File: config.mk
export PLATFORM = sky130hd
export DESIGN_NAME = rae_top
export DESIGN_NICKNAME = d
export VERILOG_FILES = /design/src/inc/rae_pkg.sv /design/src/rtl/rae_alarm_cmp.sv /design/src/rtl/rae_top.sv
export VERILOG_INCLUDE_DIRS = /design/src /design/src/inc
export SDC_FILE = /design/constraint.sdc
export NUM_CORES = 1
export LEC_CHECK = 0
export ABC_CLOCK_PERIOD_IN_PS = 1820
export BUFFER_PORTS_ARGS = -buffer_cell sky130_fd_sc_hd__buf_2
export CORE_MARGIN = 2
export CORE_UTILIZATION = 45
export DETAILED_ROUTE_END_ITERATION = 10
export PLACE_DENSITY = 0.85
export SYNTH_ARGS = -nofsm -noshare
export SYNTH_HDL_FRONTEND = slang
export SYNTH_SLANG_ARGS = --single-unit
File: constraint.sdc
create_clock -name I_CLK -period 1.82 [get_ports I_CLK]
set_input_delay 0.091 -clock I_CLK [delete_from_list [all_inputs] [get_ports I_CLK]]
set_output_delay 0.091 -clock I_CLK [all_outputs]
set_load 0.02 [all_outputs]
File: src/inc/rae_cfg.svh
// Constants of the event and alarm flag block: offsets, field positions,
// reset values and masks. Assumes a 32-bit APB with word-aligned offsets.
`ifndef RAE_CFG_SVH
`define RAE_CFG_SVH

// ---------------------------------------------------------------
// Register byte offsets
// ---------------------------------------------------------------
`define RAE_OFF_TICK_EN     12'h014
`define RAE_OFF_CONTROL     12'h018
`define RAE_OFF_ALARM       12'h040
`define RAE_OFF_STATUS      12'h050
`define RAE_OFF_IRQ_STATUS  12'h054
`define RAE_OFF_CLEAR       12'h05c

// ---------------------------------------------------------------
// Field positions
// ---------------------------------------------------------------
`define RAE_BIT_HOUR_MASK   23
`define RAE_BIT_MIN_MASK    15
`define RAE_BIT_SEC_MASK    7
`define RAE_BIT_ALARM_ON    8
`define RAE_BIT_ALARM_IE    12
`define RAE_BIT_CALIB_IE    13
`define RAE_BIT_ALARM_F     0
`define RAE_BIT_CALIB_F     1
`define RAE_BIT_TS_F        3
`define RAE_LSB_TICK_F      16
`define RAE_NUM_TICKS       11

// ---------------------------------------------------------------
// Reset values and writable masks
// ---------------------------------------------------------------
`define RAE_RST_WORD        32'h0000_0000
`define RAE_MASK_ALARM      32'h00bf_ffff
`define RAE_MASK_TICK_EN    32'h0000_07ff
`define RAE_MASK_CONTROL    32'h0000_3100

`endif

File: src/inc/rae_pkg.sv
// Types shared by the event and alarm flag block.
// Assumes rae_cfg.svh holds all numeric constants.
package rae_pkg;

   // ------------------------------------------------------------
   // Current calendar time, BCD, as the counter delivers it
   // ------------------------------------------------------------
   typedef struct packed {
      logic [1:0] hour_tens;     // Hour tens digit
      logic [3:0] hour_units;    // Hour units digit
      logic [2:0] minute_tens;   // Minute tens digit
      logic [3:0] minute_units;  // Minute units digit
      logic [2:0] second_tens;   // Second tens digit
      logic [3:0] second_units;  // Second units digit
   } rae_time_t;

   // ------------------------------------------------------------
   // One-cycle event pulses from the kernel logic
   // ------------------------------------------------------------
   typedef struct packed {
      logic [10:0] tick;         // 1024 Hz at bit 10 ... day at bit 0
      logic        timestamp;    // Timestamp captured
      logic        calib_end;    // Smooth-calibration cycle ended
   } rae_events_t;

   // APB access phases seen by the slave
   typedef enum logic [1:0] {
      RAE_IDLE,
      RAE_SETUP,
      RAE_ACCESS
   } rae_phase_t;

endpackage

File: src/rtl/rae_alarm_cmp.sv
// Alarm comparator: masked BCD compare of alarm setting against time.
// Assumes time and setting are stable in the I_CLK domain.
`timescale 1ns/1ps
`include "rae_cfg.svh"

module rae_alarm_cmp (
   // Setting and time
   input  wire logic [31:0]         i_alarm,
   input  wire rae_pkg::rae_time_t  i_time,
   // Result
   output logic                     o_match
);

   // ------------------------------------------------------------
   // Field compares
   // ------------------------------------------------------------
   logic hour_ok;   // Hours agree or are masked
   logic min_ok;    // Minutes agree or are masked
   logic sec_ok;    // Seconds agree or are masked

   always_comb begin
      // Hours: tens 21:20, units 19:16; bit 22 never compared
      hour_ok = i_alarm[`RAE_BIT_HOUR_MASK] ||
                (i_alarm[21:16] == {i_time.hour_tens, i_time.hour_units});
      // Minutes: tens 14:12, units 11:8
      min_ok  = i_alarm[`RAE_BIT_MIN_MASK] ||
                (i_alarm[14:8] == {i_time.minute_tens, i_time.minute_units});
      // Seconds: tens 6:4, units 3:0
      sec_ok  = i_alarm[`RAE_BIT_SEC_MASK] ||
                (i_alarm[6:0] == {i_time.second_tens, i_time.second_units});
      o_match = hour_ok && min_ok && sec_ok;
   end

endmodule

File: src/rtl/rae_top.sv
// Event and alarm flag block of the real-time clock, with APB registers.
// Assumes I_CLK is the kernel clock, I_RESETN the always-on reset, and
// that time and event inputs come from logic on the same clock.
//
// Added by the designer: the APB register port.
`timescale 1ns/1ps
`include "rae_cfg.svh"

module rae_top (
   // Clock and always-on reset
   input  wire logic                    I_CLK,
   input  wire logic                    I_RESETN,
   // APB slave
   input  wire logic                    I_PSEL,
   input  wire logic                    I_PENABLE,
   input  wire logic                    I_PWRITE,
   input  wire logic [11:0]             I_PADDR,
   input  wire logic [31:0]             I_PWDATA,
   output logic [31:0]                  O_PRDATA,
   output logic                         O_PREADY,
   output logic                         O_PSLVERR,
   // Kernel side
   input  wire rae_pkg::rae_time_t      I_TIME,
   input  wire rae_pkg::rae_events_t    I_EVENTS,
   // Interrupt request
   output logic                         O_IRQ
);

   // ------------------------------------------------------------
   // Helper functions
   // ------------------------------------------------------------

   // Address hit on a register word, low two bits ignored
   function automatic logic addr_hit(input logic [11:0] a,
                                     input logic [11:0] off);
      addr_hit = (a[11:2] == off[11:2]);
   endfunction

   // Sticky flag update: set wins over a clear in the same cycle
   function automatic logic [31:0] sticky(input logic [31:0] cur,
                                          input logic [31:0] set,
                                          input logic [31:0] clr);
      sticky = (cur & ~clr) | set;
   endfunction

   // ------------------------------------------------------------
   // Declarations
   // ------------------------------------------------------------
   rae_pkg::rae_phase_t phase_q;        // APB phase tracker
   rae_pkg::rae_phase_t phase_d;
   logic [31:0]         alarm_q;        // Alarm setting
   logic [31:0]         alarm_d;
   logic [31:0]         tick_en_q;      // Per-tick irq enables
   logic [31:0]         tick_en_d;
   logic [31:0]         control_q;      // Alarm on and irq enables
   logic [31:0]         control_d;
   logic [31:0]         status_q;       // Event status flags
   logic [31:0]         status_d;
   logic [31:0]         irq_stat_q;     // Interrupt status flags
   logic [31:0]         irq_stat_d;
   logic                match_q;        // Armed comparator result last cycle
   logic                match_d;
   logic [31:0]         rdata_q;        // Read data register
   logic [31:0]         rdata_d;
   logic                err_q;          // Unmapped address seen in setup
   logic                err_d;

   logic                setup;          // APB setup cycle
   logic                wr_take;        // Write takes effect this edge
   logic                mapped;         // Address decodes to a register
   logic                cmp_match;      // Masked compare result
   logic                alarm_evt;      // Rising edge of a match
   logic [31:0]         clr_vec;        // Bits cleared by software
   logic [31:0]         stat_set;       // Status bits set by events
   logic [31:0]         irq_set;        // Irq bits set by events
   logic [31:0]         src_vec;        // All event sources in place

   // ------------------------------------------------------------
   // Alarm comparator
   // ------------------------------------------------------------
   rae_alarm_cmp u_cmp (
      .i_alarm (alarm_q),
      .i_time  (I_TIME),
      .o_match (cmp_match)
   );

   // ------------------------------------------------------------
   // APB decode
   // ------------------------------------------------------------

   // Setup and access qualifiers and address map
   always_comb begin
      setup   = I_PSEL && !I_PENABLE;
      // Only an access that follows a tracked setup may write
      wr_take = I_PSEL && I_PENABLE && I_PWRITE && (phase_q == rae_pkg::RAE_SETUP);
      mapped  = addr_hit(I_PADDR, `RAE_OFF_TICK_EN)
             || addr_hit(I_PADDR, `RAE_OFF_CONTROL)
             || addr_hit(I_PADDR, `RAE_OFF_ALARM)
             || addr_hit(I_PADDR, `RAE_OFF_STATUS)
             || addr_hit(I_PADDR, `RAE_OFF_IRQ_STATUS)
             || addr_hit(I_PADDR, `RAE_OFF_CLEAR);
   end

   // Zero wait state: data was prepared in the setup cycle
   always_comb begin
      O_PREADY  = I_PSEL && I_PENABLE;
      O_PSLVERR = I_PSEL && I_PENABLE && err_q;
      O_PRDATA  = rdata_q;
   end

   // ------------------------------------------------------------
   // Bus phase and read data, next values
   // ------------------------------------------------------------
   always_comb begin
      phase_d = phase_q;
      rdata_d = rdata_q;
      err_d   = err_q;
      case (phase_q)
         rae_pkg::RAE_IDLE: begin
            if (setup) begin
               phase_d = rae_pkg::RAE_SETUP;
            end
         end
         rae_pkg::RAE_SETUP: begin
            phase_d = rae_pkg::RAE_ACCESS;
         end
         rae_pkg::RAE_ACCESS: begin
            // Back-to-back setup may follow at once
            phase_d = setup ? rae_pkg::RAE_SETUP : rae_pkg::RAE_IDLE;
         end
         default: begin
            phase_d = rae_pkg::RAE_IDLE;
         end
      endcase
      // Capture read word in the setup cycle
      if (setup) begin
         err_d   = !mapped;
         rdata_d = `RAE_RST_WORD;
         if (!I_PWRITE) begin
            if (addr_hit(I_PADDR, `RAE_OFF_TICK_EN)) begin
               rdata_d = tick_en_q;
            end else if (addr_hit(I_PADDR, `RAE_OFF_CONTROL)) begin
               rdata_d = control_q;
            end else if (addr_hit(I_PADDR, `RAE_OFF_ALARM)) begin
               rdata_d = alarm_q;
            end else if (addr_hit(I_PADDR, `RAE_OFF_STATUS)) begin
               rdata_d = status_q;
            end else if (addr_hit(I_PADDR, `RAE_OFF_IRQ_STATUS)) begin
               rdata_d = irq_stat_q;
            end else begin
               // Clear register and holes read zero
               rdata_d = `RAE_RST_WORD;
            end
         end
      end
   end

   // ------------------------------------------------------------
   // Configuration registers, next values
   // ------------------------------------------------------------
   always_comb begin
      alarm_d   = alarm_q;
      tick_en_d = tick_en_q;
      control_d = control_q;
      if (wr_take) begin
         if (addr_hit(I_PADDR, `RAE_OFF_ALARM)) begin
            // Setting frozen while the alarm is armed
            if (!control_q[`RAE_BIT_ALARM_ON]) begin
               alarm_d = I_PWDATA & `RAE_MASK_ALARM;
            end
         end else if (addr_hit(I_PADDR, `RAE_OFF_TICK_EN)) begin
            tick_en_d = I_PWDATA & `RAE_MASK_TICK_EN;
         end else if (addr_hit(I_PADDR, `RAE_OFF_CONTROL)) begin
            control_d = I_PWDATA & `RAE_MASK_CONTROL;
         end else begin
            // Status registers are read-only; writes dropped
            alarm_d = alarm_q;
         end
      end
   end

   // ------------------------------------------------------------
   // Event flags, next values
   // ------------------------------------------------------------
   always_comb begin
      // Only an armed alarm reports, and only on the first
      // matching cycle, so a cleared flag does not reappear
      // for the rest of the matching second
      match_d   = cmp_match && control_q[`RAE_BIT_ALARM_ON];
      alarm_evt = match_d && !match_q;

      // Place every source at its flag position
      src_vec = `RAE_RST_WORD;
      src_vec[`RAE_LSB_TICK_F +: `RAE_NUM_TICKS] = I_EVENTS.tick;
      src_vec[`RAE_BIT_TS_F]    = I_EVENTS.timestamp;
      src_vec[`RAE_BIT_CALIB_F] = I_EVENTS.calib_end;
      src_vec[`RAE_BIT_ALARM_F] = alarm_evt;
      stat_set = src_vec;

      // Interrupt flags only where the source is enabled
      irq_set = `RAE_RST_WORD;
      irq_set[`RAE_LSB_TICK_F +: `RAE_NUM_TICKS] =
         I_EVENTS.tick & tick_en_q[`RAE_NUM_TICKS-1:0];
      irq_set[`RAE_BIT_CALIB_F] =
         I_EVENTS.calib_end && control_q[`RAE_BIT_CALIB_IE];
      irq_set[`RAE_BIT_ALARM_F] =
         alarm_evt && control_q[`RAE_BIT_ALARM_IE];

      // Write-1-to-clear; zeros leave flags alone
      clr_vec = `RAE_RST_WORD;
      if (wr_take && addr_hit(I_PADDR, `RAE_OFF_CLEAR)) begin
         clr_vec[`RAE_LSB_TICK_F +: `RAE_NUM_TICKS] =
            I_PWDATA[`RAE_LSB_TICK_F +: `RAE_NUM_TICKS];
         clr_vec[`RAE_BIT_TS_F]    = I_PWDATA[`RAE_BIT_TS_F];
         clr_vec[`RAE_BIT_CALIB_F] = I_PWDATA[`RAE_BIT_CALIB_F];
         clr_vec[`RAE_BIT_ALARM_F] = I_PWDATA[`RAE_BIT_ALARM_F];
      end

      // One clear vector serves both registers, so a pair always
      // clears together; a new event in the same cycle wins
      status_d   = sticky(status_q, stat_set, clr_vec);
      irq_stat_d = sticky(irq_stat_q, irq_set, clr_vec);
   end

   // Request stays high while any interrupt flag is set
   always_comb begin
      O_IRQ = |irq_stat_q;
   end

   // ------------------------------------------------------------
   // Registers
   // ------------------------------------------------------------

   // Bus state; same always-on reset as the rest
   always_ff @(posedge I_CLK or negedge I_RESETN) begin
      if (!I_RESETN) begin
         phase_q <= rae_pkg::RAE_IDLE;
         rdata_q <= `RAE_RST_WORD;
         err_q   <= 1'b0;
      end else begin
         phase_q <= phase_d;
         rdata_q <= rdata_d;
         err_q   <= err_d;
      end
   end

   // Configuration state
   always_ff @(posedge I_CLK or negedge I_RESETN) begin
      if (!I_RESETN) begin
         alarm_q   <= `RAE_RST_WORD;
         tick_en_q <= `RAE_RST_WORD;
         control_q <= `RAE_RST_WORD;
      end else begin
         alarm_q   <= alarm_d;
         tick_en_q <= tick_en_d;
         control_q <= control_d;
      end
   end

   // Flags: the always-on reset or a write-1-to-clear returns them to zero
   always_ff @(posedge I_CLK or negedge I_RESETN) begin
      if (!I_RESETN) begin
         status_q   <= `RAE_RST_WORD;
         irq_stat_q <= `RAE_RST_WORD;
         match_q    <= 1'b0;
      end else begin
         status_q   <= status_d;
         irq_stat_q <= irq_stat_d;
         match_q    <= match_d;
      end
   end

endmodule

==> impl_metrics.ini <==
[run_status]
status = finished, final reports clean

[global_routing]
grt_max_degree = 38
gr-usage-all-layers = 0.235
grt_pass1_wl_um = 18300
grt_pass1_vias = 3577
antenna_found_initial = 0
globalRoute.totalOverflow = 0

[place]
dp.cells = 580
place_congestion = 0.890
io_buffers = 104
dp_hpwl_um = 7660
dpl-instance-area_um2 = 4990

[layout]
final_common_cell = buf_2
fin_area_um2 = 5780
nets = 585
layout_common_cells = 103 x buf_2, 96 x dfrtp_1, 35 x dlygate4sd3_1
antennaDiodeCount = 0
final_cells = 637
nFillCells = 692
area_growth_pct = 35.3
drive_above_1_share = 0.370

[route]
detail-route-antenna-nets = 0
drtIter0Drc = 218
viasPerCell = 5.47
drtPass1Iterations = 7
drc_errors = 0
vias = 3487
wl_per_cell_um = 18.5
wl_um = 11800

[clock_tree]
clkTransAtPathRegs_ns = 0.09
cts_sinks = 96
cts_inserted_buffers = 9
clk_latency_ns = 0.35
cts_buffer_depth = 2
cts_tree = yes
cts_root_buffer = clkbuf_8
cts_max_level = 3

[floorplanning]
die_h_um = 101
core_um2 = 9240
num_io_pins = 117
initial_core_util = 0.463
die_w_um = 101
dieArea_um2 = 10300
num_rows = 35

[synth]
synth_seq_cells = 96
synth_edf_count = 0
syn_area_um2 = 4280
syn_area_per_cell_um2 = 12.3
yosysUniqueCellTypes = 46
synth_flop_cell = dfrtp_1
synth_seq_area_share = 0.562
synthArstFlopShare = 1.00
synth_cells = 348
yosysWarnings = 0

[critical_path]
rrSetupSlack_ns = 0.05
required_ns = 2.06
r2r-start = phase_q[0]$_DFFE_PN0P_
endpoint = alarm_q[8]$_DFFE_PN0P_
crit_fanout = 5
path_class = reg2reg
r2r_cells = 7
timing.rr.end = alarm_q[8]$_DFFE_PN0P_
crit_arrival_ns = 2.01
start_kind = flip-flop
crit_path_start = phase_q[0]$_DFFE_PN0P_
cp-end-kind = flip-flop

[sta]
rsz0062_at_grt = true
maxSlewViolCount = 0
hold_viol_final = 0
setup_tns_ns = 0
fin_crit_sh = 0.970
clock_skew_ns = 0.00742
min_period_ns = 1.77
setup_violations = 0
hold_slack_ns = 0.0166
fmax_ghz = 0.566

[power_and_ir_drop]
p_leak_nw = 2.88
pwr_density_cell_nw_per_um2 = 752
peakVddDrop_mv = 0.630
total_power_mw = 4.35

[worst_hold_path]
hold_start = I_PWDATA[8]
min_path_type = in2reg

[run]
maxCapViolCount = 0
-- layout make-up --
class | count | area, um2 | area share
tap | 129 | 161 | 0.0279
inverter | 8 | 30.0 | 0.00519
timing repair buffer | 160 | 1130 | 0.195
clock inverter | 6 | 138 | 0.0238
multi-input combinational | 228 | 1790 | 0.309
clock buffer | 10 | 138 | 0.0238
sequential | 96 | 2400 | 0.415
-- Yosys cell counts, types with 9 or more instances --
library cell / n / area [um2]
dfrtp_1: 96 / 2400
mux2_2: 36 / 405
nand2_1: 25 / 93.8
a22o_1: 16 / 140
mux2i_1: 14 / 140
a21o_1: 13 / 97.6
xor2_1: 12 / 105
a22oi_1: 11 / 82.6
nor2_1: 10 / 37.5
o21ai_1: 10 / 50.1
nor4_1: 9 / 56.3
o21ai_0: 9 / 45.0
-- registers in the layout, indices dropped and copies added, names as in the netlist --
name,count
O_PRDATA,27
alarm_q,23
control_q,3
err_q,1
irq_stat_q,14
match_q,1
phase_q,2
status_q,14
tick_en_q,11
-- worst max-delay path, cell delays in order, from the launching register on --
cell	delay, ns
dfrtp_1	0.37
nor2b_4	0.16
nand3_2	0.09
or2_4	0.25
nor3_4	0.15
buf_12	0.16
clkbuf_16	0.16
mux2_2	0.32
-- power by group --
part	leakage, nW	total [mW]	switching (mW)	internal (mW)
logic	1.47	0.355	0.183	0.172
registers	1.27	2.15	0.00724	2.14
clock network	0.137	1.85	0.749	1.10
-- metal layers --
metal  track usage  part of all wire  wire [um]  vias to the layer above
met5             0                 0          0                        -
met4        0.0728             0.019        221                        0
met3        0.0607             0.071        835                       19
met2         0.390              0.49       5760                      152
met1         0.304              0.42       4940                     1740
li1              -                 -          -                     1576
-- cells by family (layout without fill, tap and decap cells) --
logic type | Yosys count | in the layout | share of synthesized area
flops | 96 | 96 | 0.562
compound gates | 79 | 79 | 0.134
simple gates | 73 | 73 | 0.0957
mux | 51 | 51 | 0.130
buf+inv | 28 | 184 | 0.0360
xor+xnor | 20 | 20 | 0.0410
other cells | 1 | 5 | 0.000877
-- worst min path at each step --
| stage | endpoint | slack, ns | cells after the start |
|---|---|---|---|
| after floorplan | O_PRDATA[0]$_DFFE_PN0P_ | -0.20 | 0 |
| after global placement | O_PRDATA[12]$_DFFE_PN0P_ | 0.06 | 1 |
| after detailed placement | O_PRDATA[12]$_DFFE_PN0P_ | 0.07 | 1 |
| after CTS | alarm_q[8]$_DFFE_PN0P_ | 0.0006 | 2 |
| after global routing | alarm_q[8]$_DFFE_PN0P_ | 0.004 | 2 |
| final | alarm_q[8]$_DFFE_PN0P_ | 0.02 | 2 |
-- what timing repair did --
action	4_1_cts	5_1_grt
cloned	2	1
setup endpoints to repair	5	20
hold buffers	35	0
hold endpoints to repair	85	0
gates resized for setup	6	9
pin swaps	1	0
buffers inserted	2	1
-- per-stage QoR --
step	setup WS (ns)	utilization
2_1_floorplan	0.0742	-
3_3_place_gp	0.0543	0.540
3_5_place_dp	0.0164	0.540
4_1_cts	0.0595	0.619
5_1_grt	-0.0225	0.626
6_report	0.0541	0.626
Note: power is estimated with default switching activity, not from simulation.
